==> src/uip_map.vh <==
`ifndef UIP_MAP_VH
`define UIP_MAP_VH

// register addresses on the three-bit port
`define UIP_ADDR_HOLDING   3'h0
`define UIP_ADDR_ENABLE    3'h1
`define UIP_ADDR_STATUS    3'h2
`define UIP_ADDR_LINE      3'h5
`define UIP_ADDR_MODEM     3'h6

// interrupt_enable fields and reset value
`define UIP_IE_RX          0
`define UIP_IE_TX          1
`define UIP_IE_LINE        2
`define UIP_IE_MODEM       3
`define UIP_IE_RESET       4'h0

// interrupt_source_status codes, bits 3..0
`define UIP_CODE_LINE      4'h6
`define UIP_CODE_TIMEOUT   4'hC
`define UIP_CODE_RXDATA    4'h4
`define UIP_CODE_TXREADY   4'h2
`define UIP_CODE_MODEM     4'h0
`define UIP_CODE_NONE      4'h1

// line_status fields
`define UIP_LS_READY       0
`define UIP_LS_OVERRUN     1
`define UIP_LS_PARITY      2
`define UIP_LS_FRAMING     3
`define UIP_LS_BREAK       4
`define UIP_LS_TX_EMPTY    5
`define UIP_LS_ALL_EMPTY   6
`define UIP_LS_GLOBAL_ERR  7
`define UIP_LS_RESET       8'h60

// receive trigger levels
`define UIP_TRIG_SEL00     5'h01
`define UIP_TRIG_SEL01     5'h04
`define UIP_TRIG_SEL10     5'h08
`define UIP_TRIG_SEL11     5'h0E

// receive timeout: four characters plus twelve bit times
`define UIP_TO_CHARS       7'h04
`define UIP_TO_EXTRA_BITS  7'h0C

`endif

==> src/uip_rx_timer.v <==
`timescale 1ns/1ps
`include "uip_map.vh"

module uip_rx_timer (
  // clock and reset
  input  wire       clk,
  input  wire       rst,
  // control
  input  wire       restart,
  input  wire       armed,
  input  wire       bit_tick,
  input  wire [3:0] char_bits,
  // result
  output reg        expired
);

  reg  [6:0] count;
  reg        done;
  wire [6:0] limit;

  // frame length times four plus twelve, in bit times
  assign limit = (`UIP_TO_CHARS * {3'h0, char_bits}) + `UIP_TO_EXTRA_BITS;

  always @(posedge clk) begin
    if (rst) begin
      count   <= 7'h00;
      done    <= 1'b0;
      expired <= 1'b0;
    end else begin
      expired <= 1'b0;
      if (restart || !armed) begin
        // an empty fifo never times out
        count <= 7'h00;
        done  <= 1'b0;
      end else if (bit_tick && !done) begin
        if (count == limit - 7'h01) begin
          done    <= 1'b1;
          expired <= 1'b1;
        end else begin
          count <= count + 7'h01;
        end
      end
    end
  end

endmodule // uip_rx_timer

==> src/uip_prioritizer.v <==
`timescale 1ns/1ps
`include "uip_map.vh"

module uip_prioritizer #(
  parameter DEPTH = 16,
  parameter CW    = 5
) (
  // clock and reset
  input  wire          clk,
  input  wire          rst,
  // host register port
  input  wire [2:0]    reg_addr,
  input  wire          reg_rd,
  input  wire          reg_wr,
  input  wire [7:0]    reg_wdata,
  output reg  [7:0]    reg_rdata,
  // configuration held elsewhere
  input  wire          divisor_access,
  input  wire          fifo_enable,
  input  wire [1:0]    trigger_sel,
  input  wire          irq_output_enable,
  input  wire [3:0]    char_bits,
  input  wire          bit_tick,
  // receive datapath
  input  wire          rx_push,
  input  wire [2:0]    rx_push_err,
  input  wire          rx_overrun,
  input  wire          rx_fifo_reset,
  input  wire [CW-1:0] rx_count,
  input  wire [2:0]    rx_head_err,
  // transmit datapath
  input  wire          tx_fifo_empty,
  input  wire          tx_shift_empty,
  // modem change bits
  input  wire [3:0]    modem_delta,
  // status and interrupt pin
  output reg  [7:0]    line_status,
  output reg           irq_out,
  output reg           irq_oe
);

  // trigger field to character count
  function [CW-1:0] trig_level;
    input [1:0] sel;
    begin
      case (sel)
        2'b00:   trig_level = `UIP_TRIG_SEL00;
        2'b01:   trig_level = `UIP_TRIG_SEL01;
        2'b10:   trig_level = `UIP_TRIG_SEL10;
        2'b11:   trig_level = `UIP_TRIG_SEL11;
        default: trig_level = `UIP_TRIG_SEL00;
      endcase
    end
  endfunction

  // host access decode
  wire rd_holding = reg_rd && reg_addr == `UIP_ADDR_HOLDING && !divisor_access;
  wire wr_holding = reg_wr && reg_addr == `UIP_ADDR_HOLDING && !divisor_access;
  wire rd_enable  = reg_rd && reg_addr == `UIP_ADDR_ENABLE && !divisor_access;
  wire wr_enable  = reg_wr && reg_addr == `UIP_ADDR_ENABLE && !divisor_access;
  wire rd_status  = reg_rd && reg_addr == `UIP_ADDR_STATUS;
  wire rd_line    = reg_rd && reg_addr == `UIP_ADDR_LINE;
  wire rd_modem   = reg_rd && reg_addr == `UIP_ADDR_MODEM;

  reg  [3:0]    interrupt_enable;
  reg           overrun_flag;
  reg  [CW-1:0] err_count;
  reg           head_new;
  reg           line_pend;
  reg           timeout_pend;
  reg           tx_pend;
  reg           modem_pend;
  reg           tx_empty_q;
  reg  [3:0]    modem_delta_q;
  reg           tx_pend_en_q;
  reg           modem_pend_en_q;
  reg  [3:0]    code;
  wire          timer_expired;
  wire          rx_nonempty = rx_count != {CW{1'b0}};
  wire          rx_data_pend;
  wire          any_pend;
  wire [7:0]    interrupt_source_status;
  wire [7:0]    next_line_status;
  wire          next_tx_pend;

  // enable register, only the low nibble exists
  always @(posedge clk) begin
    if (rst) begin
      interrupt_enable <= `UIP_IE_RESET;
    end else if (wr_enable) begin
      interrupt_enable <= reg_wdata[3:0];
    end
  end

  // receive data: level-driven, clears itself as fifo drains
  assign rx_data_pend = interrupt_enable[`UIP_IE_RX] &&
    (fifo_enable ? (rx_count >= trig_level(trigger_sel))
                 : rx_nonempty);

  uip_rx_timer u_timer (
    .clk       (clk),
    .rst       (rst),
    .restart   (rx_push || rd_holding),
    .armed     (rx_nonempty && fifo_enable),
    .bit_tick  (bit_tick),
    .char_bits (char_bits),
    .expired   (timer_expired)
  );

  // timeout: set wins over the clearing read
  always @(posedge clk) begin
    if (rst) begin
      timeout_pend <= 1'b0;
    end else if (timer_expired && interrupt_enable[`UIP_IE_RX] && fifo_enable) begin
      timeout_pend <= 1'b1;
    end else if (rd_holding || !interrupt_enable[`UIP_IE_RX]) begin
      timeout_pend <= 1'b0;
    end
  end

  // overrun flag sticks until line status is read
  always @(posedge clk) begin
    if (rst) begin
      overrun_flag <= 1'b0;
    end else if (rx_overrun) begin
      overrun_flag <= 1'b1;
    end else if (rd_line) begin
      overrun_flag <= 1'b0;
    end
  end

  // count of errored characters held in the fifo
  always @(posedge clk) begin
    if (rst || rx_fifo_reset) begin
      err_count <= {CW{1'b0}};
    end else begin
      case ({rx_push && (rx_push_err != 3'h0), rd_holding && rx_nonempty && (rx_head_err != 3'h0)})
        2'b10:   err_count <= err_count + {{CW-1{1'b0}}, 1'b1};
        2'b01:   err_count <= err_count - {{CW-1{1'b0}}, 1'b1};
        default: err_count <= err_count;
      endcase
    end
  end

  // head changes on a read, or on a push into an empty fifo;
  // head error bits are looked at one cycle later once settled
  always @(posedge clk) begin
    if (rst) begin
      head_new <= 1'b0;
    end else begin
      head_new <= (rd_holding && rx_nonempty) || (rx_push && !rx_nonempty);
    end
  end

  // line status interrupt, set wins over the clearing read
  always @(posedge clk) begin
    if (rst) begin
      line_pend <= 1'b0;
    end else if (interrupt_enable[`UIP_IE_LINE] && rx_overrun) begin
      line_pend <= 1'b1;
    end else if (interrupt_enable[`UIP_IE_LINE] && head_new && rx_nonempty &&
                 rx_head_err != 3'h0) begin
      line_pend <= 1'b1;
    end else if (rd_line || !interrupt_enable[`UIP_IE_LINE]) begin
      line_pend <= 1'b0;
    end
  end

  // transmit ready: edge of empty, or enable raised while empty
  assign next_tx_pend = interrupt_enable[`UIP_IE_TX] && tx_fifo_empty &&
                        (!tx_empty_q || !tx_pend_en_q);

  always @(posedge clk) begin
    if (rst) begin
      tx_empty_q   <= 1'b1;
      tx_pend_en_q <= 1'b0;
      tx_pend      <= 1'b0;
    end else begin
      tx_empty_q   <= tx_fifo_empty;
      tx_pend_en_q <= interrupt_enable[`UIP_IE_TX];
      if (next_tx_pend) begin
        tx_pend <= 1'b1;
      end else if (wr_holding || (rd_status && code == `UIP_CODE_TXREADY) ||
                   !interrupt_enable[`UIP_IE_TX]) begin
        tx_pend <= 1'b0;
      end
    end
  end

  // modem: new change bit sets, modem status read clears
  always @(posedge clk) begin
    if (rst) begin
      modem_delta_q <= 4'h0;
      modem_pend    <= 1'b0;
    end else begin
      modem_delta_q <= modem_delta;
      if (interrupt_enable[`UIP_IE_MODEM] &&
          ((modem_delta & ~modem_delta_q) != 4'h0 ||
           (!modem_pend_en_q && modem_delta != 4'h0))) begin
        modem_pend <= 1'b1;
      end else if (rd_modem || !interrupt_enable[`UIP_IE_MODEM]) begin
        modem_pend <= 1'b0;
      end
    end
  end

  always @(posedge clk) begin
    if (rst) begin
      modem_pend_en_q <= 1'b0;
    end else begin
      modem_pend_en_q <= interrupt_enable[`UIP_IE_MODEM];
    end
  end

  // priority encoder; lower sources stay pending underneath
  always @* begin
    if (line_pend) begin
      code = `UIP_CODE_LINE;
    end else if (timeout_pend) begin
      code = `UIP_CODE_TIMEOUT;
    end else if (rx_data_pend) begin
      code = `UIP_CODE_RXDATA;
    end else if (tx_pend) begin
      code = `UIP_CODE_TXREADY;
    end else if (modem_pend) begin
      code = `UIP_CODE_MODEM;
    end else begin
      code = `UIP_CODE_NONE;
    end
  end

  assign any_pend = code != `UIP_CODE_NONE;
  // only the top source is reported per read
  assign interrupt_source_status = {fifo_enable, fifo_enable, 2'b00, code};

  // polled mode needs nothing beyond these flags
  assign next_line_status = {
    err_count != {CW{1'b0}},
    tx_fifo_empty && tx_shift_empty,
    tx_fifo_empty,
    rx_nonempty ? rx_head_err : 3'h0,
    overrun_flag,
    rx_nonempty
  };

  // outputs from flip-flops
  always @(posedge clk) begin
    if (rst) begin
      line_status <= `UIP_LS_RESET;
      irq_out     <= 1'b0;
      irq_oe      <= 1'b0;
    end else begin
      line_status <= next_line_status;
      irq_out     <= any_pend;
      irq_oe      <= irq_output_enable;
    end
  end

  // read data: captured on the strobe, valid the next cycle
  always @(posedge clk) begin
    if (rst) begin
      reg_rdata <= 8'h00;
    end else if (reg_rd) begin
      if (rd_enable) begin
        reg_rdata <= {4'h0, interrupt_enable};
      end else if (rd_status) begin
        reg_rdata <= interrupt_source_status;
      end else if (rd_line) begin
        reg_rdata <= next_line_status;
      end else begin
        reg_rdata <= 8'h00;
      end
    end
  end

endmodule // uip_prioritizer

==> config.mk <==
export PLATFORM = sky130hd
export DESIGN_NAME = uip_prioritizer
export DESIGN_NICKNAME = d
export VERILOG_FILES = /design/src/uip_rx_timer.v /design/src/uip_prioritizer.v
export VERILOG_INCLUDE_DIRS = /design/src /design/src/src
export SDC_FILE = /design/constraint.sdc
export NUM_CORES = 1
export LEC_CHECK = 0
export ABC_AREA = 1
export BUFFER_PORTS_ARGS = -buffer_cell sky130_fd_sc_hd__buf_2
export CAP_MARGIN = 20
export CORE_AREA = 3 3 70 72
export DETAILED_ROUTE_END_ITERATION = 8
export DIE_AREA = 0 0 73 75
export GPL_TIMING_DRIVEN = 0
export PLACE_DENSITY = 0.86
export SETUP_SLACK_MARGIN = 0.5
export SYNTH_ARGS = -nofsm -noshare
export SYNTH_HDL_FRONTEND = slang
export SYNTH_HIERARCHICAL = 1
export SYNTH_SLANG_ARGS = --single-unit
==> constraint.sdc <==
create_clock -name clk -period 4.3 [get_ports clk]
set_clock_uncertainty 0.05 [all_clocks]
set_input_delay 0.215 -clock clk [delete_from_list [all_inputs] [get_ports clk]]
set_output_delay 0.215 -clock clk [all_outputs]
set_load 0.01 [all_outputs]
==> flow_metrics.tcl <==
set metrics [dict create \
    critical_path_buf_inv_count 2 \
    die_w_um 73 \
    drive_gt1_frac 0.215 \
    ys_seq_elements 48 \
    path_delay_family "simple AND/OR/NAND/NOR gates" \
    postCtsSetupRepairBufs 0 \
    drc_errors 0 \
    clock.fmax_mhz 446 \
    ys_types 38 \
    finalCritPeriodShare 0.521 \
    setup_viol 0 \
    postRouteAntennaNets 0 \
    tns_ns 0 \
    synth_xor_area_frac 0.0110 \
    tritoncts "done" \
    synth_area_leaders "dfxtp_1, nand2_1, inv_1, nor2_1, ha_1" \
    design.core.area_um2 4350 \
    power_density_nw_per_um2 317 \
    htree_levels 2 \
    synth.area.mux_share 0 \
    synth_top_area_frac 0.401 \
    worstPathCellList "buf_2 -> nor2_1 -> nand3_1 -> nor2_1 -> nand2_1 -> nor2_1 -> ha_1 -> inv_1 -> fa_1 -> nor2_1 -> a211oi_1 -> o21ai_0 -> a21oi_1 -> a21o_1 -> nor2_1" \
    cp-start-kind "primary input" \
    overflow 0 \
    synth_top_cell_by_area "dfxtp_1" \
    grt_pass1_wl_um 8780 \
    seq_area_frac_synth 0.401 \
    antenna_cells 0 \
    pin_count 63 \
    layout_commonest_cell "nand2_1" \
    dpl.hpwl_um 4090 \
    n_fill_cell 386 \
    postSynthCellCount 338 \
    crit_fanout 4 \
    outcome "finished clean" \
    die_area_um2 5480 \
    clk_latency_ns 0.31 \
    cts_buffers 5 \
    synth_top_family_by_area "simple AND/OR/NAND/NOR gates" \
    timing.final.ws_setup_ns 2.06 \
    clock-root-buffer "clkbuf_8" \
    yosysWarnings 6 \
    async_reset_ff_frac 0 \
    cts.repair.resized 0 \
    critical_path_class "in2reg" \
    final_nets 459 \
    crit_arrival_ns 2.43 \
    via_per_inst 5.03 \
    slew_headroom 0.670 \
    min_path_type "in2reg" \
    grt_usage 0.205 \
    routed_wl_um 5340 \
    synth_fa_ha_area_frac 0.0605 \
    critical-path-slowest-cell "fa_1" \
    synth.cell_area_um2 2400 \
    ys.flop_type "dfxtp_1" \
    drv_cap 0 \
    dpl_cell_area_um2 2750 \
    initial_core_util 0.551 \
    cts_hold_buf 0 \
    rows 24 \
    rsz0062_at_grt "false" \
    clk_pin_slew_ns 0.09 \
    drv_slew 0 \
    hold_viol 0 \
    finalInstanceArea_um2 2870 \
    grt_pass1_vias 2072 \
    port_buffers 58 \
    drt_first_pass_iters 4 \
    drtIter0Drc 193 \
    synth-edff-count 0 \
    dr_total_vias 2292 \
    slowest_delay_ns 0.40 \
    crit_path_frequent_cell "nor2_1" \
    synthToLayoutAreaGrowth_pct 19.9 \
    synth_compound_area_frac 0.120 \
    post-place-ws_ns 1.76 \
    grt_max_degree 16 \
    synth_nets 394 \
    wl_per_cell_um 11.7 \
    syn_area_per_cell_um2 7.09 \
    die_h_um 75 \
    yosys.area_share.simple 0.298 \
    clockBufferDepth 2 \
    place_congestion 0.828 \
    cellLeakagePower_nw 1.41 \
    final_cell_mix "nand2_1, inv_1, buf_2, dfxtp_1, nor2_1" \
    crit_required_ns 4.49 \
    antenna_found_initial 0 \
    tightestPinTransition_ns 0.494 \
    cts_sinks 48 \
    fin_crit_ns 2.24 \
    vdd_ir_drop_max_mv 0.179 \
    cp-end-kind "flip-flop" \
]
-- worst register-to-register path, stage by stage, from the launching register on --
cell and delay [ns]:
dfxtp_1 0.39, inv_1 0.08, fa_1 0.42, nor2_1 0.13
a211oi_1 0.06, o21ai_0 0.16, a21oi_1 0.08, a21o_1 0.17
nor2_1 0.08
-- layer usage --
| layer | global-route usage | wire length [um] | vias up |
|---|---|---|---|
| li1 | - | - | 1200 |
| met1 | 0.237 | 2190 | 1017 |
| met2 | 0.374 | 2750 | 63 |
| met3 | 0.0441 | 318 | 12 |
| met4 | 0.0697 | 78 | 0 |
| met5 | 0 | 0 | - |
-- report_power, final --
group	switching (W)	internal, W	leakage (nW)
sequential	0.00000559	0.000457	0.392
combinational	0.0000625	0.0000429	0.955
clock	0.000153	0.000190	0.0614
-- logic make-up after synthesis --
group	count (synthesis)
DFF	48
buffers and inverters	67
AOI/OAI and AO/OA	49
and+or+nand+nor	160
xor gates and xnor gates	3
adders and majority gates	11
-- stage by stage --
step | util | cells | total power [W] | hold WS [ns]
after floorplan | - | 338 | 0.000534 | 0.272
after global placement | 0.632 | 448 | 0.000574 | 0.369
after detailed placement | 0.632 | 448 | 0.000579 | 0.380
after CTS | 0.660 | 456 | 0.000916 | 0.0639
after global routing | 0.660 | 456 | 0.000947 | 0.0791
final | 0.660 | 456 | 0.000911 | 0.0581
-- layout make-up --
type	instances	area, um2	share of cell area
Buffer	5	31.3	0.0109
Clock buffer	6	82.6	0.0287
Clock inverter	2	38.8	0.0135
Inverter	62	233	0.0810
Multi-Input combinational cell	223	1170	0.408
Sequential cell	48	961	0.334
Tap cell	52	65.1	0.0226
Timing Repair Buffer	58	290	0.101
-- worst paths after layout --
check	startpoint	endpoint	slack, ns	depth (start not counted)
worst max-delay path	reg_addr[2]	err_count[4]	2.06	15
worst min-delay path	irq_output_enable	irq_oe	0.06	3
worst max register to register	err_count[1]	err_count[4]	2.62	8
worst min register to register	overrun_flag	line_status[1]	0.40	2
-- flip-flops by register name (all words and copies together) (netlist names) --
signal,cells
irq_out,1
head_new,1
tx_pend_en_q,1
timeout_pend,1
err_count,5
overrun_flag,1
line_status,8
tx_pend,1
u_timer/expired,1
irq_oe,1
modem_pend_en_q,1
u_timer/count,7
modem_pend,1
line_pend,1
reg_rdata,8
u_timer/done,1
interrupt_enable,4
modem_delta_q,4
-- cell usage after synthesis (all sizes together) (2+ instances only) --
master and n:
nand2 72, nand3 19, xnor2 2, or2 2, dfxtp 48, a21boi 2
ha 10, a211oi 3, nor2 52, buf 4, o31ai 2, a21oi 25
inv 62, nor4 3, nand4 6, o21ai 11, nor3 5
(Power assumes the default switching activity.)
